--- config.mk ---
export PLATFORM = sky130hd
export DESIGN_NAME = uri_usart
export DESIGN_NICKNAME = d
export VERILOG_FILES = /design/src/shared/uri_pkg.sv /design/src/logic/uri_usart.sv /design/src/logic/uri_rx_fifo.sv
export VERILOG_INCLUDE_DIRS = /design/src /design/src/shared
export SDC_FILE = /design/constraint.sdc
export NUM_CORES = 1
export LEC_CHECK = 0
export BUFFER_PORTS_ARGS = -buffer_cell sky130_fd_sc_hd__clkbuf_2
export CORE_MARGIN = 2
export CORE_UTILIZATION = 55
export CTS_CLUSTER_DIAMETER = 80
export DETAILED_ROUTE_END_ITERATION = 7
export GPL_TIMING_DRIVEN = 0
export PLACE_DENSITY = 0.75
export SLEW_MARGIN = 20
export SYNTH_ARGS = -nofsm -noshare
export SYNTH_HDL_FRONTEND = slang
export SYNTH_SLANG_ARGS = --single-unit
--- constraint.sdc ---
create_clock -name core_clk_i -period 4.6 [get_ports core_clk_i]
set_input_delay 0.23 -clock core_clk_i [delete_from_list [all_inputs] [get_ports core_clk_i]]
set_output_delay 0.23 -clock core_clk_i [all_outputs]
set_load 0.03 [all_outputs]
--- src/shared/uri_params.svh ---
// Offsets, field positions, reset values and rate constants of the USART register block.
// Included by the package users; holds definitions only.
`ifndef URI_PARAMS_SVH
`define URI_PARAMS_SVH

`define URI_OFS_STATUS_A 8'hc0
`define URI_OFS_CONTROL_B 8'hc1
`define URI_OFS_FRAME 8'hc2
`define URI_OFS_BAUD_L 8'hc4
`define URI_OFS_BAUD_H 8'hc5
`define URI_OFS_DATA 8'hc6

`define URI_BIT_RXC 7
`define URI_BIT_TXC 6
`define URI_BIT_DRE 5
`define URI_BIT_FE 4
`define URI_BIT_DOR 3
`define URI_BIT_PE 2
`define URI_BIT_U2X 1
`define URI_BIT_MPCM 0

`define URI_BIT_RXCIE 7
`define URI_BIT_TXCIE 6
`define URI_BIT_UDRIE 5
`define URI_BIT_RXEN 4
`define URI_BIT_TXEN 3
`define URI_BIT_CSZ2 2
`define URI_BIT_RXB8 1
`define URI_BIT_TXB8 0

`define URI_BIT_UMSEL 6
`define URI_BIT_UPM_HI 5
`define URI_BIT_UPM_LO 4
`define URI_BIT_USBS 3
`define URI_BIT_CSZ_HI 2
`define URI_BIT_CSZ_LO 1
`define URI_BIT_UCPOL 0

`define URI_RST_FRAME 8'h06
`define URI_RST_BAUD 12'h000

`define URI_OS_NORMAL 5'd16
`define URI_OS_DOUBLE 5'd8

`endif

--- src/shared/uri_pkg.sv ---
// Types shared by the USART register block and its receive buffer.
// Assumes nothing beyond a SystemVerilog compiler.
`default_nettype none
package uri_pkg;
  typedef logic [8:0] uri_char_t;
  typedef struct packed {
    logic pe;
    logic fe;
    uri_char_t data;
  } uri_rx_entry_s;
  typedef enum {URI_RX_IDLE, URI_RX_BITS} uri_rx_state_e;
endpackage : uri_pkg
`default_nettype wire

--- src/logic/uri_usart.sv ---
// USART with a byte-wide register port, a transmit buffer and a two-entry receive buffer.
// Assumes a 50 MHz core clock, synchronous reset, and a serial partner on txd/rxd/xck.
`include "uri_params.svh"
`default_nettype none
module uri_usart (
  // Clock and reset
  input wire logic core_clk_i,
  input wire logic srst_i,
  // Register port
  input wire logic [7:0] reg_addr_i,
  input wire logic [7:0] reg_wdata_i,
  input wire logic reg_we_i,
  input wire logic reg_re_i,
  output logic [7:0] reg_rdata_o,
  // Interrupt requests
  input wire logic global_irq_enable_i,
  input wire logic txc_irq_ack_i,
  output logic rxc_irq_o,
  output logic txc_irq_o,
  output logic dre_irq_o,
  // Serial pins
  input wire logic rxd_i,
  output logic txd_o,
  output logic txd_oe_o,
  output logic rxd_own_o,
  output logic xck_o,
  output logic xck_oe_o
);
  import uri_pkg::*;

  localparam logic [7:0] FRAME_RST = `URI_RST_FRAME;

  // Number of data bits for a size code; reserved codes fall back to eight
  function automatic logic [3:0] char_bits(input logic [2:0] code);
    case (code)
      3'h0: return 4'h5;
      3'h1: return 4'h6;
      3'h2: return 4'h7;
      3'h3: return 4'h8;
      3'h7: return 4'h9;
      default: return 4'h8;
    endcase
  endfunction : char_bits

  // Start bit, data LSB first, optional parity, then idle ones as stop bits
  function automatic logic [12:0] tx_frame(input uri_char_t d, input logic [3:0] n,
                                           input logic pen, input logic podd);
    logic [12:0] f;
    logic p;
    f = 13'h1fff;
    f[0] = 1'b0;
    p = podd;
    for (int i = 0; i < 9; i++) begin
      if (i < int'(n)) begin
        f[i + 1] = d[i];
        p = p ^ d[i];
      end
    end
    if (pen) begin
      f[n + 4'h1] = p;
    end
    return f;
  endfunction : tx_frame

  // Control registers
  logic rxcie_q, txcie_q, udrie_q, rxen_q, txen_q, csz2_q, txb8_q;
  logic u2x_q, mpcm_q, txc_q, dor_q;
  logic umsel_q, usbs_q, ucpol_q;
  logic [1:0] upm_q;
  logic [1:0] csz_q;
  logic [11:0] ubrr_q;
  logic [11:0] presc_q;
  logic [7:0] rdata_q;

  // Decoded accesses
  logic wr_stat, wr_ctrl, wr_frame, wr_baud_l, wr_baud_h, wr_data, rd_data;
  assign wr_stat = reg_we_i && (reg_addr_i == `URI_OFS_STATUS_A);
  assign wr_ctrl = reg_we_i && (reg_addr_i == `URI_OFS_CONTROL_B);
  assign wr_frame = reg_we_i && (reg_addr_i == `URI_OFS_FRAME);
  assign wr_baud_l = reg_we_i && (reg_addr_i == `URI_OFS_BAUD_L);
  assign wr_baud_h = reg_we_i && (reg_addr_i == `URI_OFS_BAUD_H);
  assign wr_data = reg_we_i && (reg_addr_i == `URI_OFS_DATA);
  assign rd_data = reg_re_i && (reg_addr_i == `URI_OFS_DATA);

  // Frame format
  logic [3:0] nbits;
  logic par_en;
  logic [4:0] os_len;
  assign nbits = char_bits({csz2_q, csz_q});
  assign par_en = upm_q[1];
  assign os_len = u2x_q ? `URI_OS_DOUBLE : `URI_OS_NORMAL;

  always_ff @(posedge core_clk_i) begin
    if (srst_i) begin
      {rxcie_q, txcie_q, udrie_q, rxen_q, txen_q, csz2_q, txb8_q} <= 7'h00;
    end else if (wr_ctrl) begin
      rxcie_q <= reg_wdata_i[`URI_BIT_RXCIE];
      txcie_q <= reg_wdata_i[`URI_BIT_TXCIE];
      udrie_q <= reg_wdata_i[`URI_BIT_UDRIE];
      rxen_q <= reg_wdata_i[`URI_BIT_RXEN];
      txen_q <= reg_wdata_i[`URI_BIT_TXEN];
      csz2_q <= reg_wdata_i[`URI_BIT_CSZ2];
      txb8_q <= reg_wdata_i[`URI_BIT_TXB8];
    end
  end

  always_ff @(posedge core_clk_i) begin
    if (srst_i) begin
      u2x_q <= 1'b0;
      mpcm_q <= 1'b0;
    end else if (wr_stat) begin
      u2x_q <= reg_wdata_i[`URI_BIT_U2X];
      mpcm_q <= reg_wdata_i[`URI_BIT_MPCM];
    end
  end

  always_ff @(posedge core_clk_i) begin
    if (srst_i) begin
      umsel_q <= FRAME_RST[`URI_BIT_UMSEL];
      upm_q <= FRAME_RST[`URI_BIT_UPM_HI:`URI_BIT_UPM_LO];
      usbs_q <= FRAME_RST[`URI_BIT_USBS];
      csz_q <= FRAME_RST[`URI_BIT_CSZ_HI:`URI_BIT_CSZ_LO];
      ucpol_q <= FRAME_RST[`URI_BIT_UCPOL];
    end else if (wr_frame) begin
      umsel_q <= reg_wdata_i[`URI_BIT_UMSEL];
      upm_q <= reg_wdata_i[`URI_BIT_UPM_HI:`URI_BIT_UPM_LO];
      usbs_q <= reg_wdata_i[`URI_BIT_USBS];
      csz_q <= reg_wdata_i[`URI_BIT_CSZ_HI:`URI_BIT_CSZ_LO];
      ucpol_q <= reg_wdata_i[`URI_BIT_UCPOL];
    end
  end

  // divisor halves, reserved high bits dropped
  always_ff @(posedge core_clk_i) begin
    if (srst_i) begin
      ubrr_q <= `URI_RST_BAUD;
    end else if (wr_baud_l) begin
      ubrr_q[7:0] <= reg_wdata_i;
    end else if (wr_baud_h) begin
      ubrr_q[11:8] <= reg_wdata_i[3:0];
    end
  end

  // prescaler reload on low byte write
  logic tick;
  assign tick = (presc_q == 12'h000) && !wr_baud_l;
  always_ff @(posedge core_clk_i) begin
    if (srst_i) begin
      presc_q <= `URI_RST_BAUD;
    end else if (wr_baud_l) begin
      presc_q <= {ubrr_q[11:8], reg_wdata_i};
    end else if (presc_q == 12'h000) begin
      presc_q <= ubrr_q;
    end else begin
      presc_q <= presc_q - 12'h001;
    end
  end

  logic xck_q, tx_edge_sync, rx_edge_sync;
  always_ff @(posedge core_clk_i) begin
    if (srst_i || !umsel_q) begin
      xck_q <= 1'b0;
    end else if (tick) begin
      xck_q <= !xck_q;
    end
  end
  assign tx_edge_sync = umsel_q && tick && (ucpol_q ? xck_q : !xck_q);
  assign rx_edge_sync = umsel_q && tick && (ucpol_q ? !xck_q : xck_q);

  // Pin synchroniser
  logic rxd_meta_q, rxd_q;
  always_ff @(posedge core_clk_i) begin
    if (srst_i) begin
      rxd_meta_q <= 1'b1;
      rxd_q <= 1'b1;
    end else begin
      rxd_meta_q <= rxd_i;
      rxd_q <= rxd_meta_q;
    end
  end

  // Transmit side
  logic [4:0] tx_os_q;
  logic tx_bit_ce;
  logic txbuf_full_q, tx_busy_q, tx_own_q, tx_load, tx_done;
  uri_char_t txbuf_q;
  logic [12:0] txsh_q;
  logic [3:0] tx_left_q;

  always_ff @(posedge core_clk_i) begin
    if (srst_i) begin
      tx_os_q <= 5'd0;
    end else if (tick) begin
      tx_os_q <= (tx_os_q >= os_len - 5'd1) ? 5'd0 : tx_os_q + 5'd1;
    end
  end
  assign tx_bit_ce = umsel_q ? tx_edge_sync : (tick && tx_os_q >= os_len - 5'd1);

  // load buffered data into the shifter when idle or on its last bit
  assign tx_load = tx_bit_ce && tx_own_q && txbuf_full_q
                   && (!tx_busy_q || tx_left_q == 4'h1);
  assign tx_done = tx_bit_ce && tx_busy_q && tx_left_q == 4'h1 && !tx_load;

  always_ff @(posedge core_clk_i) begin
    if (srst_i) begin
      txbuf_full_q <= 1'b0;
      txbuf_q <= '0;
    // write only accepted into an empty buffer
    end else if (wr_data && !txbuf_full_q) begin
      txbuf_full_q <= 1'b1;
      // ninth bit taken as last written
      txbuf_q <= {txb8_q, reg_wdata_i};
    end else if (tx_load) begin
      txbuf_full_q <= 1'b0;
    end
  end

  always_ff @(posedge core_clk_i) begin
    if (srst_i) begin
      txsh_q <= 13'h1fff;
      tx_busy_q <= 1'b0;
      tx_left_q <= 4'h0;
    end else if (tx_load) begin
      // frame built from used bits and parity
      txsh_q <= tx_frame(txbuf_q, nbits, par_en, upm_q[0]);
      tx_busy_q <= 1'b1;
      tx_left_q <= 4'h2 + nbits + {3'h0, par_en} + {3'h0, usbs_q};
    end else if (tx_bit_ce && tx_busy_q) begin
      txsh_q <= {1'b1, txsh_q[12:1]};
      tx_left_q <= tx_left_q - 4'h1;
      tx_busy_q <= (tx_left_q != 4'h1);
    end
  end

  always_ff @(posedge core_clk_i) begin
    if (srst_i) begin
      tx_own_q <= 1'b0;
    end else if (txen_q) begin
      tx_own_q <= 1'b1;
    end else if (!tx_busy_q && !txbuf_full_q) begin
      tx_own_q <= 1'b0;
    end
  end

  always_ff @(posedge core_clk_i) begin
    if (srst_i) begin
      txc_q <= 1'b0;
    end else if (tx_done) begin
      txc_q <= 1'b1;
    end else if (txc_irq_ack_i || (wr_stat && reg_wdata_i[`URI_BIT_TXC])) begin
      txc_q <= 1'b0;
    end
  end

  // Receive side
  uri_rx_state_e rx_state_q;
  logic [4:0] rx_os_q;
  logic [3:0] rx_idx_q, rx_stop_idx;
  uri_char_t rx_sh_q;
  logic rx_pbit_q, rx_sample, rx_start, rx_done, rx_keep, rx_addr;
  uri_rx_entry_s rx_entry, pend_entry_q, head;
  logic pend_q, fifo_full, fifo_empty;
  logic rx_flush;
  assign rx_flush = !rxen_q || (wr_ctrl && !reg_wdata_i[`URI_BIT_RXEN]);

  assign rx_stop_idx = nbits + {3'h0, par_en} + 4'h1;
  assign rx_sample = umsel_q ? rx_edge_sync
                     : (tick && rx_os_q == (os_len >> 1) - 5'd1);
  assign rx_start = rxen_q && rx_state_q == URI_RX_IDLE && !rxd_q
                    && (!umsel_q || rx_edge_sync);
  assign rx_done = rx_state_q == URI_RX_BITS && rx_sample && rx_idx_q == rx_stop_idx;

  always_ff @(posedge core_clk_i) begin
    if (srst_i || !rxen_q) begin
      rx_state_q <= URI_RX_IDLE;
      rx_os_q <= 5'd0;
      rx_idx_q <= 4'h0;
      rx_sh_q <= '0;
      rx_pbit_q <= 1'b0;
    end else if (rx_start) begin
      rx_state_q <= URI_RX_BITS;
      rx_os_q <= 5'd0;
      // Synchronous start bit is already sampled
      rx_idx_q <= umsel_q ? 4'h1 : 4'h0;
      rx_sh_q <= '0;
    end else if (rx_state_q == URI_RX_BITS) begin
      if (tick) begin
        rx_os_q <= (rx_os_q >= os_len - 5'd1) ? 5'd0 : rx_os_q + 5'd1;
      end
      if (rx_sample) begin
        rx_idx_q <= rx_idx_q + 4'h1;
        if (rx_idx_q == 4'h0 && rxd_q) begin
          // False start: line back high at mid bit
          rx_state_q <= URI_RX_IDLE;
        end else if (rx_idx_q == rx_stop_idx) begin
          rx_state_q <= URI_RX_IDLE;
        end else if (rx_idx_q != 4'h0 && rx_idx_q <= nbits) begin
          rx_sh_q[rx_idx_q - 4'h1] <= rxd_q;
        end else if (rx_idx_q != 4'h0) begin
          rx_pbit_q <= rxd_q;
        end
      end
    end
  end

  // error bits captured with the character
  always_comb begin
    rx_entry.data = rx_sh_q;
    rx_entry.fe = !rxd_q;
    rx_entry.pe = par_en && ((^rx_sh_q ^ upm_q[0]) != rx_pbit_q);
  end

  // drop frames without the address marker
  assign rx_addr = (nbits == 4'h9) ? rx_sh_q[8] : rxd_q;
  assign rx_keep = rx_done && (!mpcm_q || rx_addr);

  // Character held in pend_entry_q while the buffer is full
  always_ff @(posedge core_clk_i) begin
    if (srst_i || rx_flush) begin
      pend_q <= 1'b0;
      pend_entry_q <= '0;
    end else if (rx_keep && (fifo_full || pend_q)) begin
      pend_q <= 1'b1;
      pend_entry_q <= rx_entry;
    end else if (pend_q && !fifo_full) begin
      pend_q <= 1'b0;
    end
  end

  // overrun set wins over read, disable clears
  always_ff @(posedge core_clk_i) begin
    if (srst_i || rx_flush) begin
      dor_q <= 1'b0;
    end else if (rx_start && fifo_full && pend_q) begin
      dor_q <= 1'b1;
    end else if (rd_data) begin
      dor_q <= 1'b0;
    end
  end

  // two-entry buffer, popped by data reads, flushed on disable
  uri_rx_fifo #(
    .WIDTH($bits(uri_rx_entry_s)),
    .DEPTH(2)
  ) u_rx_fifo (
    .core_clk_i(core_clk_i),
    .srst_i(srst_i),
    .flush_i(rx_flush),
    .push_i(pend_q || rx_keep),
    .push_data_i(pend_q ? pend_entry_q : rx_entry),
    .pop_i(rd_data),
    .head_o(head),
    .full_o(fifo_full),
    .empty_o(fifo_empty)
  );

  // Register read path, answer one cycle after the strobe
  logic [7:0] status_a, control_b;
  assign status_a = {!fifo_empty, txc_q, !txbuf_full_q, head.fe && !fifo_empty, dor_q,
                     head.pe && !fifo_empty, u2x_q, mpcm_q};
  assign control_b = {rxcie_q, txcie_q, udrie_q, rxen_q, txen_q, csz2_q,
                      head.data[8] && !fifo_empty, txb8_q};

  always_ff @(posedge core_clk_i) begin
    if (srst_i || !reg_re_i) begin
      rdata_q <= 8'h00;
    end else begin
      case (reg_addr_i)
        `URI_OFS_STATUS_A: rdata_q <= status_a;
        `URI_OFS_CONTROL_B: rdata_q <= control_b;
        `URI_OFS_FRAME: rdata_q <= {1'b0, umsel_q, upm_q, usbs_q, csz_q, ucpol_q};
        `URI_OFS_BAUD_L: rdata_q <= ubrr_q[7:0];
        `URI_OFS_BAUD_H: rdata_q <= {4'h0, ubrr_q[11:8]};
        // data read returns receive buffer head
        `URI_OFS_DATA: rdata_q <= fifo_empty ? 8'h00 : head.data[7:0];
        default: rdata_q <= 8'h00;
      endcase
    end
  end
  assign reg_rdata_o = rdata_q;

  assign rxc_irq_o = rxcie_q && global_irq_enable_i && !fifo_empty;
  assign txc_irq_o = txcie_q && global_irq_enable_i && txc_q;
  assign dre_irq_o = udrie_q && global_irq_enable_i && !txbuf_full_q;

  assign txd_o = txsh_q[0];
  assign txd_oe_o = tx_own_q;
  assign rxd_own_o = rxen_q;
  assign xck_o = xck_q;
  assign xck_oe_o = umsel_q;
endmodule : uri_usart
`default_nettype wire

--- src/logic/uri_rx_fifo.sv ---
// Small shift FIFO for received characters; the head entry is a register.
// Assumes one clock and a synchronous active-high reset.
`default_nettype none
module uri_rx_fifo #(
  parameter int WIDTH = 11,
  parameter int DEPTH = 2
) (
  // Clock and reset
  input wire logic core_clk_i,
  input wire logic srst_i,
  // Control
  input wire logic flush_i,
  input wire logic push_i,
  input wire logic [WIDTH-1:0] push_data_i,
  input wire logic pop_i,
  // State
  output logic [WIDTH-1:0] head_o,
  output logic full_o,
  output logic empty_o
);
  localparam int CW = $clog2(DEPTH + 1);
  logic [WIDTH-1:0] mem_q [DEPTH];
  logic [CW-1:0] cnt_q;
  logic push_ok;
  logic pop_ok;

  assign full_o = (cnt_q == CW'(DEPTH));
  assign empty_o = (cnt_q == '0);
  assign push_ok = push_i && !full_o;
  assign pop_ok = pop_i && !empty_o;
  assign head_o = mem_q[0];

  always_ff @(posedge core_clk_i) begin
    if (srst_i || flush_i) begin
      cnt_q <= '0;
    end else if (push_ok && !pop_ok) begin
      cnt_q <= cnt_q + CW'(1);
    end else if (pop_ok && !push_ok) begin
      cnt_q <= cnt_q - CW'(1);
    end
  end

  for (genvar i = 0; i < DEPTH; i++) begin : g_entry
    always_ff @(posedge core_clk_i) begin
      if (srst_i) begin
        mem_q[i] <= '0;
      end else if (pop_ok) begin
        if (push_ok && CW'(i) == cnt_q - CW'(1)) begin
          mem_q[i] <= push_data_i;
        end else if (i < DEPTH - 1) begin
          mem_q[i] <= mem_q[(i < DEPTH - 1) ? i + 1 : i];
        end
      end else if (push_ok && CW'(i) == cnt_q) begin
        mem_q[i] <= push_data_i;
      end
    end
  end
endmodule : uri_rx_fifo
`default_nettype wire

==> impl_metrics.env <==
export IMPL_power_density_nw_per_um2=380
export IMPL_tns_ns=0
export IMPL_cts_sink_count=143
export IMPL_synth_compound_area_share_pct=18.9
export IMPL_fin_skew_ns=0.00513
export IMPL_cts_setup_buffers=0
export IMPL_grt_max_degree=17
export IMPL_fin_ws_ns=0.674
export IMPL_nets=972
export IMPL_clk_pin_slew_worst_paths_ns=0.06
export IMPL_drtIter0Drc=757
export IMPL_worst_setup_path_type="register to register"
export IMPL_status="finished clean"
export IMPL_cts_tree="built"
export IMPL_slew_violations=0
export IMPL_total_power_w=0.00323
export IMPL_worst_slew_pin_slew_ns=0.997
export IMPL_final_antenna_net_count=0
export IMPL_synthAdderAreaFrac_pct=4.45
export IMPL_critPathLaunchType="register"
export IMPL_rows=42
export IMPL_p_leak_nw=3.00
export IMPL_instances_no_fill=1112
export IMPL_ir_drop_uv=217
export IMPL_syn_inst=866
export IMPL_dieHeight_um=121
export IMPL_area_delta_synth_final_pct=13.7
export IMPL_htree_levels=4
export IMPL_dpl_cell_count=1079
export IMPL_drive_gt1_share_pct=10.4
export IMPL_synth_area_um2=7480
export IMPL_path_cells="buf_1, and3_1, nor2_1, ha_1, inv_1, ha_1, xor2_1, xnor2_1, nor3_1, and3_1, o21ai_0, clkbuf_1, nand2_1"
export IMPL_root_buffer="clkbuf_16"
export IMPL_ys_ff_latch=143
export IMPL_slowest_stage="nor3_1"
export IMPL_required_ns=4.68
export IMPL_seq_area_frac_synth_pct=41.2
export IMPL_first_global_vias=6271
export IMPL_grt_first_pass_wirelength_um=32400
export IMPL_drc=0
export IMPL_place_port_buffers=37
export IMPL_synth_simple_gate_area_share_pct=20.4
export IMPL_overflow=0
export IMPL_routedWlPerCell_um=18.3
export IMPL_dieArea_um2=14500
export IMPL_rsz0062_at_grt="false"
export IMPL_mostFrequentLayoutCells="dfxtp_1 (121), nor2_1 (91), a21oi_1 (81)"
export IMPL_syn_nets=915
export IMPL_slew_limit_headroom_pct=33.4
export IMPL_drt_total_wl_um=20300
export IMPL_hold_path_class="primary input to register"
export IMPL_core_area_um2=13200
export IMPL_gp_congestion=0.896
export IMPL_initial_core_util_pct=56.5
export IMPL_cts_inserted_buffers=17
export IMPL_cp_slowest_stage_delay_ns=0.46
export IMPL_first_pass_iters=7
export IMPL_cp_arrival_ns=4.01
export IMPL_antenna_found_initial=0
export IMPL_synth_xor_area_share_pct=5.57
export IMPL_synthMuxAreaShare_pct=4.72
export IMPL_hold_viol=0
export IMPL_synth_top_flop_cell="dfxtp_1"
export IMPL_grtUsageTotal_pct=28.9
export IMPL_syn_avg_cell_area_um2=8.64
export IMPL_dp_worst_setup_slack_ns=0.738
export IMPL_cap_viol_max_count=0
export IMPL_ys_warn_count=0
export IMPL_antennaDiodeCount=0
export IMPL_cts_buffer_depth=2
export IMPL_insertion_delay_ns=0.43
export IMPL_period_needed_ns=3.93
export IMPL_final_common_cell="dfxtp_1"
export IMPL_setup_violations=0
export IMPL_max_freq_ghz=0.255
export IMPL_ys_async_sr_fraction_pct=0
export IMPL_vias=6731
export IMPL_cp_max_fo=11
export IMPL_hpwl_um=14600
export IMPL_n_fill_cell=1146
export IMPL_die_x_um=121
export IMPL_routed_via_density=6.05
export IMPL_yosysUniqueCellTypes=75
export IMPL_synth_edf_count=22
export IMPL_final_util_pct=64.2
export IMPL_pin_count=39
export IMPL_synth_top_family_by_area="simple AND/OR/NAND/NOR gates"
export IMPL_critPathCaptureType="register"
export IMPL_period_share_pct=85.3
cells by family after synthesis:
group | count (synthesis)
XOR/XNOR | 46
AO/OA/AOI/OAI | 219
buffers and inverters | 91
multiplexers | 35
AND/OR/NAND/NOR | 306
adder cells (fa/ha/maj) | 26
flip-flops | 143
synthesized netlist by cell type, types with 11 or more instances:
master / n / area share, %
clkbuf_1: 42 / 2.1
nand4_1: 12 / 1.0
a31oi_1: 12 / 1.0
nand3_1: 36 / 2.4
nor3_1: 18 / 1.2
nor2_1: 91 / 4.6
ha_1: 25 / 4.2
xor2_1: 14 / 1.6
xnor2_1: 31 / 3.6
dfxtp_1: 121 / 32
a22oi_1: 14 / 1.4
o21ai_0: 31 / 2.1
inv_1: 42 / 2.1
mux2i_1: 33 / 4.4
a21oi_1: 81 / 5.4
nand2_1: 80 / 4.0
nor2b_1: 11 / 0.92
edfxtp_1: 22 / 8.8
o2bb2ai_1: 11 / 1.3
power breakdown:
group / leakage [nW] / internal (W) / total, W / switching [W]
Clock: 0.292 / 0.000874 / 0.00139 / 0.000517
Combinational: 1.50 / 0.000189 / 0.000456 / 0.000267
Sequential: 1.20 / 0.00132 / 0.00138 / 0.0000590
state kept, by name, summed over array words and instances, names as in the netlist, 2 cells and up:
name and count:
rx_sh_q 9, tx_left_q 4, rx_os_q 5, reg_rdata_o 8
pend_entry_q 11, txsh_q 13, txbuf_q 9, u_rx_fifo.mem_q 22
presc_q 12, upm_q 2, u_rx_fifo.cnt_q 2, csz_q 2
ubrr_q 12, rx_idx_q 4, tx_os_q 5
what timing repair did:
item,CTS,global route
resized for setup,0,0
hold buffers,1,0
hold endpoints to repair,1,0
routing by layer:
metal	up-vias	GRT usage, %	wire [um]
li1	3211	-	-
met1	3194	37.9	8670
met2	274	46.3	9500
met3	52	6.23	1510
met4	0	12.1	627
met5	-	0	0
through the flow:
step,instance area (um2),hold WS (ns)
after CTS,8510,0.109
final,8510,0.121
after global routing,8510,0.112
after detailed placement,7890,0.395
after global placement,7890,0.392
after floorplan,7480,0.334
layout make-up:
| cell class | instances | area [um2] | share of cell area, % |
|---|---|---|---|
| clock inverter | 3 | 45.0 | 0.529 |
| sequential | 143 | 3080 | 36.2 |
| timing repair buffer | 38 | 195 | 2.29 |
| inverter | 42 | 158 | 1.85 |
| clock buffer | 29 | 561 | 6.59 |
| buffer | 49 | 193 | 2.27 |
| multi-input combinational | 632 | 4050 | 47.6 |
| tap | 176 | 220 | 2.59 |
critical path, delay by kind of cell (launching register included):
family,cells,cell delay (ns)
xor+xnor,2,0.30
simple gates,5,1.76
buf+inv,3,0.56
fa+ha+maj,2,0.44
compound gates,1,0.17
flops,1,0.33
path summary, 6_finish.rpt:
path / endpoint / start / depth (start not counted) / slack, ns
min: txen_q / reg_wdata_i[3] / 3 / 0.12
max: u_rx_fifo.mem_q[1][10] / csz2_q / 13 / 0.67
max reg2reg: u_rx_fifo.mem_q[1][10] / csz2_q / 13 / 0.67
min reg2reg: rxd_q / rxd_meta_q / 1 / 0.41
Note: power is estimated with default switching activity, not from simulation.
